$ cat src/hdl/enc_scale_cfg.svh
`ifndef ENC_SCALE_CFG_SVH
`define ENC_SCALE_CFG_SVH
// ----------------------------------------
// register byte offsets
// ----------------------------------------
`define OFS_CTRL 12'h000
`define OFS_TURNS 12'h004
`define OFS_LINES 12'h008
`define OFS_COMMS 12'h00C
`define OFS_POLES 12'h010
`define OFS_STATUS 12'h014
`define OFS_IRQ_STAT 12'h018
`define OFS_IRQ_MASK 12'h01C
`define OFS_REVS 12'h020
`define OFS_SCALE 12'h024
// ----------------------------------------
// reset values and limits
// ----------------------------------------
`define RST_TURNS 8'h10
`define RST_LINES 16'h1000
`define RST_POLES 8'h02
`define MAX_TURN_BITS 5'h10
`define LINES_P2_MIN 16'h0002
`define LINES_P2_MAX 16'h8000
`define INTERP_NOM 4'hA
`define INTERP_MAX 4'hB
// ----------------------------------------
// status / irq bit positions
// ----------------------------------------
`define BIT_REINIT 0
`define BIT_WRAP 1
`define BIT_AUTOLOAD 2
`define BIT_RATE_LIMIT 3
`endif

$ cat src/hdl/enc_scale_pkg.sv
package enc_scale_pkg;
   // encoder feedback types
   typedef enum logic [3:0] {
      quadrature_type, freq_dir_type, fwd_rev_type,
      quadrature_servo_type, freq_dir_servo_type, fwd_rev_servo_type,
      sincos_type, sincos_async_comms_type, sincos_bidir_comms_type, sincos_sync_serial_type
   } enc_type_t;
   // incremental count pulses from the position front end
   typedef struct packed {
      logic step;
      logic dir_down;
   } step_t;
   // settings loaded from an absolute encoder
   typedef struct packed {
      logic valid;
      logic [7:0] turns;
      logic [15:0] lines;
   } autoload_t;
endpackage

$ cat src/hdl/encoder_turns_and_line_scaling.sv
// Register access over APB and the placing of the registers were decided locally.
`timescale 1ns/1ps
`include "enc_scale_cfg.svh"
// Function
// - turns zero holds revolution counter zero
// - nonzero turns masks counter to that width
// - turns above 16 clamp to 16
// - comms rotary: turns is multi-turn count
// - linear geometry: counter unmasked full 16 bits
// - linear comms: turns is period ratio
// - settings may load from absolute encoder
// - scaling derived from lines per revolution
// - equivalent lines depend on encoder type
// - linear revolution equals pole pitch times poles; pole count is only stored and read back, not used
// - sincos resolution adds interpolation bits
// - rotary comms resolution from single-turn bits
// - rotary comms forces lines power of two
// - changing lines raises reinit trip
// - linear non power two lowers sample rate at switch select 1 or 2
// - counter rolls over both directions
module encoder_turns_and_line_scaling (
   // clock and reset
   input wire logic pclk,
   input wire logic presetn,
   // apb slave
   input wire logic psel,
   input wire logic penable,
   input wire logic pwrite,
   input wire logic [11:0] paddr,
   input wire logic [31:0] pwdata,
   output logic [31:0] prdata,
   output logic pready,
   output logic pslverr,
   // position front end, same clock
   input wire enc_scale_pkg::step_t step_in,
   input wire enc_scale_pkg::autoload_t autoload_in,
   input wire logic [1:0] switch_freq_sel,
   // outputs
   output logic [15:0] revolution_counter,
   output logic reinit_trip,
   output logic sample_rate_reduced,
   output logic irq
);
   import enc_scale_pkg::*;

   // ----------------------------------------
   // decode helpers
   // ----------------------------------------
   function automatic logic is_comms(input logic [3:0] t);
      return t == sincos_async_comms_type || t == sincos_bidir_comms_type || t == sincos_sync_serial_type;
   endfunction
   function automatic logic is_pow2(input logic [15:0] v);
      return v != 16'h0000 && (v & (v - 16'h0001)) == 16'h0000;
   endfunction
   // round down to a power of two inside 2..32768
   function automatic logic [15:0] force_pow2(input logic [15:0] v);
      logic [15:0] r;
      r = `LINES_P2_MIN;
      for (int i = 1; i < 16; i++) begin
         if (v[i]) begin
            r = 16'h0001 << i;
         end
      end
      return r;
   endfunction
   function automatic logic [4:0] log2_16(input logic [15:0] v);
      logic [4:0] r;
      r = 5'h00;
      for (int i = 0; i < 16; i++) begin
         if (v[i]) begin
            r = 5'(i);
         end
      end
      return r;
   endfunction

   // ----------------------------------------
   // registers
   // ----------------------------------------
   logic [3:0] enc_type_q;
   logic [1:0] encoder_geometry_select;
   logic [7:0] turns_bits_setting;
   logic [15:0] lines_per_rev_setting;
   logic [5:0] single_turn_comms_bits;
   logic [7:0] pole_count_setting;
   logic [3:0] interp_bits_q;
   logic autoload_en_q;
   logic [3:0] irq_stat_q;
   logic [3:0] irq_mask_q;
   logic [15:0] rev_q;
   logic trip_q;
   logic rate_q;

   wire wr_en = psel && penable && pwrite;
   wire rd_en = psel && !penable && !pwrite;
   wire linear = encoder_geometry_select == 2'h0;
   wire rotary_comms = is_comms(enc_type_q) && !linear;
   wire [15:0] lines_wr = rotary_comms ? force_pow2(pwdata[15:0]) : pwdata[15:0];
   wire [15:0] lines_ld = rotary_comms ? force_pow2(autoload_in.lines) : autoload_in.lines;
   wire wr_lines = wr_en && paddr == `OFS_LINES && lines_wr != lines_per_rev_setting;
   wire ld_lines = autoload_en_q && autoload_in.valid && lines_ld != lines_per_rev_setting;

   // effective turns bits: 0..16, linear always 16
   logic [4:0] turn_bits;
   always_comb begin
      if (linear) begin
         turn_bits = `MAX_TURN_BITS;
      end else if (turns_bits_setting > 8'(`MAX_TURN_BITS)) begin
         turn_bits = `MAX_TURN_BITS;
      end else begin
         turn_bits = turns_bits_setting[4:0];
      end
   end
   wire [15:0] rev_mask = 16'((17'h00001 << turn_bits) - 17'h00001);

   // equivalent lines: fd/fr types count half the lines
   logic [15:0] equiv_lines_per_rev;
   always_comb begin
      unique case (enc_type_q)
         freq_dir_type, fwd_rev_type, freq_dir_servo_type, fwd_rev_servo_type:
            equiv_lines_per_rev = lines_per_rev_setting >> 1;
         default: equiv_lines_per_rev = lines_per_rev_setting;
      endcase
   end
   // scale word: resolution bits per rev, equivalent lines per rev
   logic [5:0] res_bits;
   always_comb begin
      if (rotary_comms) begin
         res_bits = single_turn_comms_bits;
      end else if (enc_type_q >= 4'(sincos_type)) begin
         res_bits = 6'(log2_16(equiv_lines_per_rev)) + 6'(interp_bits_q);
      end else begin
         res_bits = 6'(log2_16(equiv_lines_per_rev)) + 6'h02;
      end
   end

   // ----------------------------------------
   // configuration writes and autoload
   // ----------------------------------------
   always_ff @(posedge pclk or negedge presetn) begin
      if (!presetn) begin
         enc_type_q <= 4'h0;
         encoder_geometry_select <= 2'h1;
         autoload_en_q <= 1'b0;
         interp_bits_q <= `INTERP_NOM;
         turns_bits_setting <= `RST_TURNS;
         lines_per_rev_setting <= `RST_LINES;
         single_turn_comms_bits <= 6'h00;
         pole_count_setting <= `RST_POLES;
      end else begin
         if (wr_en && paddr == `OFS_CTRL) begin
            enc_type_q <= (pwdata[3:0] > 4'(sincos_sync_serial_type)) ? enc_type_q : pwdata[3:0];
            encoder_geometry_select <= pwdata[5:4];
            autoload_en_q <= pwdata[8];
            interp_bits_q <= (pwdata[15:12] > `INTERP_MAX) ? `INTERP_MAX : pwdata[15:12];
         end
         if (wr_en && paddr == `OFS_TURNS) begin
            turns_bits_setting <= pwdata[7:0];
         end
         if (wr_en && paddr == `OFS_COMMS) begin
            single_turn_comms_bits <= (pwdata[5:0] > 6'h20) ? 6'h20 : pwdata[5:0];
         end
         if (wr_en && paddr == `OFS_POLES) begin
            pole_count_setting <= pwdata[7:0];
         end
         if (wr_en && paddr == `OFS_LINES) begin
            lines_per_rev_setting <= lines_wr;
         end
         if (autoload_en_q && autoload_in.valid) begin
            turns_bits_setting <= autoload_in.turns;
            lines_per_rev_setting <= lines_ld;
         end
      end
   end

   // ----------------------------------------
   // revolution counter
   // ----------------------------------------
   always_ff @(posedge pclk or negedge presetn) begin
      if (!presetn) begin
         rev_q <= 16'h0000;
      end else if (turn_bits == 5'h00) begin
         rev_q <= 16'h0000;
      end else if (step_in.step) begin
         if (step_in.dir_down) begin
            rev_q <= (rev_q - 16'h0001) & rev_mask;
         end else begin
            rev_q <= (rev_q + 16'h0001) & rev_mask;
         end
      end else begin
         rev_q <= rev_q & rev_mask;
      end
   end
   wire wrap_ev = step_in.step && turn_bits != 5'h00 &&
      (step_in.dir_down ? rev_q == 16'h0000 : rev_q == rev_mask);

   // ----------------------------------------
   // trip and sample-rate limit
   // ----------------------------------------
   always_ff @(posedge pclk or negedge presetn) begin
      if (!presetn) begin
         trip_q <= 1'b0;
      end else if (wr_lines || ld_lines) begin
         trip_q <= 1'b1;
      end else if (wr_en && paddr == `OFS_STATUS && pwdata[`BIT_REINIT]) begin
         trip_q <= 1'b0;
      end
   end
   // switching select: 0=3k,1=6k,2=12k,3=16k
   always_ff @(posedge pclk or negedge presetn) begin
      if (!presetn) begin
         rate_q <= 1'b0;
      end else begin
         rate_q <= linear && !is_pow2(lines_per_rev_setting) &&
            (switch_freq_sel == 2'h1 || switch_freq_sel == 2'h2);
      end
   end

   // ----------------------------------------
   // interrupts: sticky, write one to clear, set wins
   // ----------------------------------------
   wire [3:0] ev = {!rate_q && linear && !is_pow2(lines_per_rev_setting),
      autoload_en_q && autoload_in.valid, wrap_ev, wr_lines || ld_lines};
   always_ff @(posedge pclk or negedge presetn) begin
      if (!presetn) begin
         irq_stat_q <= 4'h0;
      end else begin
         irq_stat_q <= (irq_stat_q & ~((wr_en && paddr == `OFS_IRQ_STAT) ? pwdata[3:0] : 4'h0)) | ev;
      end
   end
   always_ff @(posedge pclk or negedge presetn) begin
      if (!presetn) begin
         irq_mask_q <= 4'h0;
         irq <= 1'b0;
      end else begin
         if (wr_en && paddr == `OFS_IRQ_MASK) begin
            irq_mask_q <= pwdata[3:0];
         end
         irq <= |(irq_stat_q & irq_mask_q);
      end
   end

   // ----------------------------------------
   // apb read, one wait-free access
   // ----------------------------------------
   always_ff @(posedge pclk or negedge presetn) begin
      if (!presetn) begin
         prdata <= 32'h00000000;
      end else if (rd_en) begin
         unique case (paddr)
            `OFS_CTRL: prdata <= {16'h0000, interp_bits_q, 3'h0, autoload_en_q, 2'h0,
               encoder_geometry_select, enc_type_q};
            `OFS_TURNS: prdata <= {24'h000000, turns_bits_setting};
            `OFS_LINES: prdata <= {16'h0000, lines_per_rev_setting};
            `OFS_COMMS: prdata <= {26'h0000000, single_turn_comms_bits};
            `OFS_POLES: prdata <= {24'h000000, pole_count_setting};
            `OFS_STATUS: prdata <= {28'h0000000, rate_q, 2'h0, trip_q};
            `OFS_IRQ_STAT: prdata <= {28'h0000000, irq_stat_q};
            `OFS_IRQ_MASK: prdata <= {28'h0000000, irq_mask_q};
            `OFS_REVS: prdata <= {16'h0000, rev_q};
            `OFS_SCALE: prdata <= {10'h000, res_bits, equiv_lines_per_rev};
            default: prdata <= 32'h00000000;
         endcase
      end
   end
   always_ff @(posedge pclk or negedge presetn) begin
      if (!presetn) begin
         pready <= 1'b0;
         pslverr <= 1'b0;
      end else begin
         pready <= psel && !penable;
         pslverr <= psel && !penable && (paddr > `OFS_SCALE || paddr[1:0] != 2'h0);
      end
   end
   always_ff @(posedge pclk or negedge presetn) begin
      if (!presetn) begin
         revolution_counter <= 16'h0000;
         reinit_trip <= 1'b0;
         sample_rate_reduced <= 1'b0;
      end else begin
         revolution_counter <= rev_q;
         reinit_trip <= trip_q;
         sample_rate_reduced <= rate_q;
      end
   end

   // ----------------------------------------
   // checks
   // ----------------------------------------
   AST_ZERO_HOLD: assert property (@(posedge pclk) disable iff (!presetn)
      turn_bits == 5'h00 |=> rev_q == 16'h0000) else $error("counter not held at zero");
   AST_MASK_LIMIT: assert property (@(posedge pclk) disable iff (!presetn)
      (rev_q & ~rev_mask) == 16'h0000 || $changed(turn_bits)) else $error("counter above mask");
   AST_CLAMP16: assert property (@(posedge pclk) disable iff (!presetn)
      !linear && turns_bits_setting > 8'h10 |-> turn_bits == 5'h10) else $error("turns not clamped");
   AST_LINEAR_FULL: assert property (@(posedge pclk) disable iff (!presetn)
      linear |-> rev_mask == 16'hFFFF) else $error("linear counter masked");
   AST_UP_WRAP: assert property (@(posedge pclk) disable iff (!presetn)
      step_in.step && !step_in.dir_down && turn_bits != 5'h00 && rev_q == rev_mask && $stable(turn_bits)
      |=> rev_q == 16'h0000 || $changed(turn_bits)) else $error("up wrap wrong");
   AST_DOWN_WRAP: assert property (@(posedge pclk) disable iff (!presetn)
      step_in.step && step_in.dir_down && turn_bits != 5'h00 && rev_q == 16'h0000
      |=> rev_q == $past(rev_mask) || $changed(turn_bits)) else $error("down wrap wrong");
   AST_POW2: assert property (@(posedge pclk) disable iff (!presetn)
      wr_en && paddr == `OFS_LINES && rotary_comms |=> is_pow2(lines_per_rev_setting) &&
      lines_per_rev_setting >= 16'h0002) else $error("lines not power of two");
   AST_TRIP: assert property (@(posedge pclk) disable iff (!presetn)
      wr_lines |=> ##1 reinit_trip) else $error("no trip on lines change");
   AST_RATE: assert property (@(posedge pclk) disable iff (!presetn)
      linear && !is_pow2(lines_per_rev_setting) && switch_freq_sel == 2'h1 && $stable(lines_per_rev_setting)
      && $stable(encoder_geometry_select) |=> rate_q) else $error("rate not reduced");
endmodule // encoder_turns_and_line_scaling

$ cat config.mk
export PLATFORM = sky130hd
export DESIGN_NAME = encoder_turns_and_line_scaling
export DESIGN_NICKNAME = d
export VERILOG_FILES = /design/src/hdl/enc_scale_pkg.sv /design/src/hdl/encoder_turns_and_line_scaling.sv
export VERILOG_INCLUDE_DIRS = /design/src /design/src/hdl
export SDC_FILE = /design/constraint.sdc
export NUM_CORES = 1
export LEC_CHECK = 0
export BUFFER_PORTS_ARGS = -buffer_cell sky130_fd_sc_hd__buf_2
export CORE_MARGIN = 3
export CORE_UTILIZATION = 45
export CTS_BUF_LIST = sky130_fd_sc_hd__clkbuf_8
export DETAILED_ROUTE_END_ITERATION = 8
export GPL_ROUTABILITY_DRIVEN = 0
export PLACE_DENSITY = 0.65
export SLEW_MARGIN = 20
export SYNTH_ARGS = -nofsm -noshare
export SYNTH_HDL_FRONTEND = slang
export SYNTH_SLANG_ARGS = --single-unit
$ cat constraint.sdc
create_clock -name pclk -period 3.9 [get_ports pclk]
set_clock_uncertainty 0.2 [all_clocks]
set_input_delay 0.39 -clock pclk [delete_from_list [all_inputs] [get_ports pclk]]
set_output_delay 0.39 -clock pclk [all_outputs]
set_load 0.005 [all_outputs]
==> metrics.txt <==
TritonCTS clock tree=built; Synth area leader=dfrtp_1; H-tree depth=4; Root Driver=clkbuf_8; Async S/R FF share, synth=1.00; RSZ-0062 raised after global routing=false; Fmax achieved=0.275 GHz; Initial Util=0.464; Port Buffer Count=104; EDFF count, synth=0; Cell Area, Synth=~8800 sq um; gate count of the mapped netlist=1,087; Post-DP HPWL=22.0 mm; Skew-Pair Late Insertion Delay=0.46 ns; Via density=6.26; PD cells=415 nW/um^2; DR pass1 iterations=8; startpoint types=flip-flop; # IOs=approximately 130; filler instances=1,846; P_leak=4.29 nW; top cells by area, synth=dfrtp_1, o21ai_0, nand2_1; Post-CTS Setup Inserts=0; Wirelength per Cell=20.8 um; CP Max Fanout=9; register area=2960 sq um; Synth Flop Type=dfrtp_1; Setup CP Type=reg -> reg; ANT nets after route=0; crit path DAT=3.82 ns; row count=50; Worst Tran Pin Value=1.17 ns; max-slew violations=0; met1 WL=13.5 mm; Final Hold Viols=0; Die X-Extent=~150 um; Worst path slowest cell=dfrtp_2; clock buffer depth=2; run status=completed; final setup violation count=0; Mean Syn Cell Area=8.08 sq um; peak supply drop=0.210 mV; Synth-to-Final Area Change=13.5%; antenna violations before repair=1; Critical Path RT=slightly above 4 ns; worst hold path class=in -> reg; Iter 0 DRT Violations=1,014; Die Area=approximately 21,000 sq um; DR DRC count=0; Tcrit/Tclk final=0.932; Ant. Diodes=0; Seq cells post-synth=118; cts bufs inserted=17; core area=19,000 sq um; pin count of the biggest net entering global routing=74; via count=8,995; Setup TNS=0 ns; met3 WL=2.99 mm; gr ovfl total=0; Max-Slew Margin vs Limit=0.199; metal2 WL=roughly 12 mm; post-synth top area share=0.319; Worst Setup SP=enc_type_q[2]; CP peak stage delay=between 0.4 and 0.5 ns; vias in the first global route=8,385; multi-input logic area=5360 sq um; non-filler cells, final=1,438; global-route wire length before repair=about 47 mm; Max Used Layer=met5; max cap viols=0; reg2reg start=enc_type_q[2]; synth warn=0; ratio of cells with drive above 1 in the final layout=0.188; post-synthesis cell type count=85; cell count after placement=approximately 1,400; hold path start=autoload_in[21]; final WL=29.9 mm; worst-path cell chain=o21a_1 -> or3_1 -> a21oi_1 -> a221oi_1 -> o31ai_1 -> a21o_1 -> a31o_2 -> ha_1 -> inv_1 -> fa_1 -> nor2b_1 -> o21a_1 -> nor3_1 -> a311oi_1 -> a21oi_1 -> o21ai_0; Chip Height=146 um; clock sink total=118; clock-pin slew on the worst setup and hold paths=0.09 ns; Total GRT Usage=0.277; post-route minimum period=between 3 and 4 ns; Seq/Total Area, Yosys=0.337; final net count=1,265; Worst setup EP type=flip-flop
-- cell usage after synthesis, types with 7 or more instances --
cell type  number
o22ai_1        12
a22oi_1         7
dfrtp_1       112
nor3_1         33
a21o_1         12
a31oi_1        10
ha_1           20
nand3b_1        7
buf_2          13
and3_1         14
buf_4          10
nand2b_1       15
o211ai_1       10
o21ai_0       112
o31ai_1        10
xnor2_1        20
a21oi_1        85
a222oi_1       12
o21a_1          7
inv_1          26
or3_1           8
and2_1          7
mux2i_1        23
nor2_1         78
nand3_1        30
nand2_1       130
a211oi_1       15
mux2_2         17
clkbuf_1       64
xor2_1         11
nand4_1         9
nor2b_1        12
nor4_1         14
a221oi_1       17
-- through the flow --
| step | setup WS [ns] | hold slack [ns] | utilization | area (sq um) | total power, mW |
|---|---|---|---|---|---|
| final | 0.265 | 0.0384 | 0.526 | 9970 | 4.14 |
| after global routing | 0.0181 | 0.0531 | 0.526 | 9970 | 4.38 |
| after CTS | 0.275 | 0.0135 | 0.526 | 9970 | 4.14 |
| after detailed placement | 0.307 | 0.211 | 0.503 | 9540 | 2.97 |
| after global placement | 0.394 | 0.212 | 0.503 | 9540 | 2.95 |
| after floorplan | 0.553 | -0.106 | - | 8820 | 2.48 |
-- placed cells by master (no fill, tap or decap), drive strengths merged, types with 10 or more instances in the layout --
master  count
a211oi     15
a21o       12
a21oi      86
a221oi     17
a222oi     12
a31oi      10
and3       14
buf       139
clkbuf     17
conb       10
dfrtp     112
ha         20
inv        33
mux2       17
mux2i      23
nand2     130
nand2b     15
nand3      30
nor2       78
nor2b      12
nor3       34
nor4       18
o211ai     10
o21ai     114
o22ai      12
o31ai      10
xnor2      20
xor2       11
-- final timing paths --
kind                                             endpoint  slack (ns)  cells past startpoint
worst max-delay path                           prdata[20]        0.26                     16
worst min register to register        sample_rate_reduced        0.24                      0
worst max register to register                 prdata[20]        0.26                     16
min in group asynchronous       lines_per_rev_setting[15]        0.41                      2
worst min-delay path                turns_bits_setting[5]        0.04                      3
max in group asynchronous           pole_count_setting[1]        2.10                      3
-- layout make-up --
class	instances	share of cell area
Clock buffer	17	0.0235
Tap cell	260	0.0326
Sequential cell	118	0.297
Multi-Input combinational cell	858	0.538
Timing Repair Buffer	142	0.0818
Clock inverter	15	0.0168
Inverter	28	0.0105
-- critical path: cells and delay by family (launching register included) --
family / cells / cell delay, ns
flops: 1 / 0.48
compound gates: 10 / 1.68
buf+inv: 1 / 0.06
fa+ha+maj: 2 / 0.58
simple gates: 3 / 0.55
-- report_power, final --
| group | total, mW | internal (mW) | switching [mW] | leakage [nW] |
|---|---|---|---|---|
| clock | 1.17 | 0.582 | 0.588 | 0.204 |
| sequential | 1.72 | 1.40 | 0.315 | 1.53 |
| combinational | 1.25 | 0.572 | 0.682 | 2.56 |
| total | 4.14 | 2.56 | 1.58 | 4.29 |
-- cell families (layout without fill, tap and decap cells) --
logic type / count (synthesis) / count (layout) / share of synthesized area
AOI/OAI and AO/OA: 357 / 357 / 0.261
and+or+nand+nor: 394 / 394 / 0.226
adders and majority gates: 25 / 25 / 0.0365
buffers and inverters: 120 / 202 / 0.0582
xor gates and xnor gates: 31 / 31 / 0.0309
DFF: 118 / 118 / 0.337
muxes: 41 / 41 / 0.0505
other: 1 / 10 / 0.000427
-- registers in the layout (all words and copies together) (netlist names), 2 cells and up --
name,flops
encoder_geometry_select,2
interp_bits_q,4
pole_count_setting,8
irq_stat_q,4
rev_q,16
irq_mask_q,4
prdata,22
single_turn_comms_bits,6
turns_bits_setting,8
enc_type_q,4
lines_per_rev_setting,16
revolution_counter,16
-- metal layers --
layer | vias to the layer above | GRT usage
li1 | 4175 | -
met5 | - | 0
met3 | 74 | 0.0701
met2 | 493 | 0.389
met4 | 2 | 0.101
met1 | 4251 | 0.412
-- repair_timing --
| action | in CTS | in global routing |
|---|---|---|
| hold buffers | 3 | 0 |
| endpoints found under the setup margin | 0 | 1 |
| hold endpoints to repair | 69 | 0 |
| resized for setup | 0 | 2 |
No activity file was read; power rests on OpenSTA's default activity.
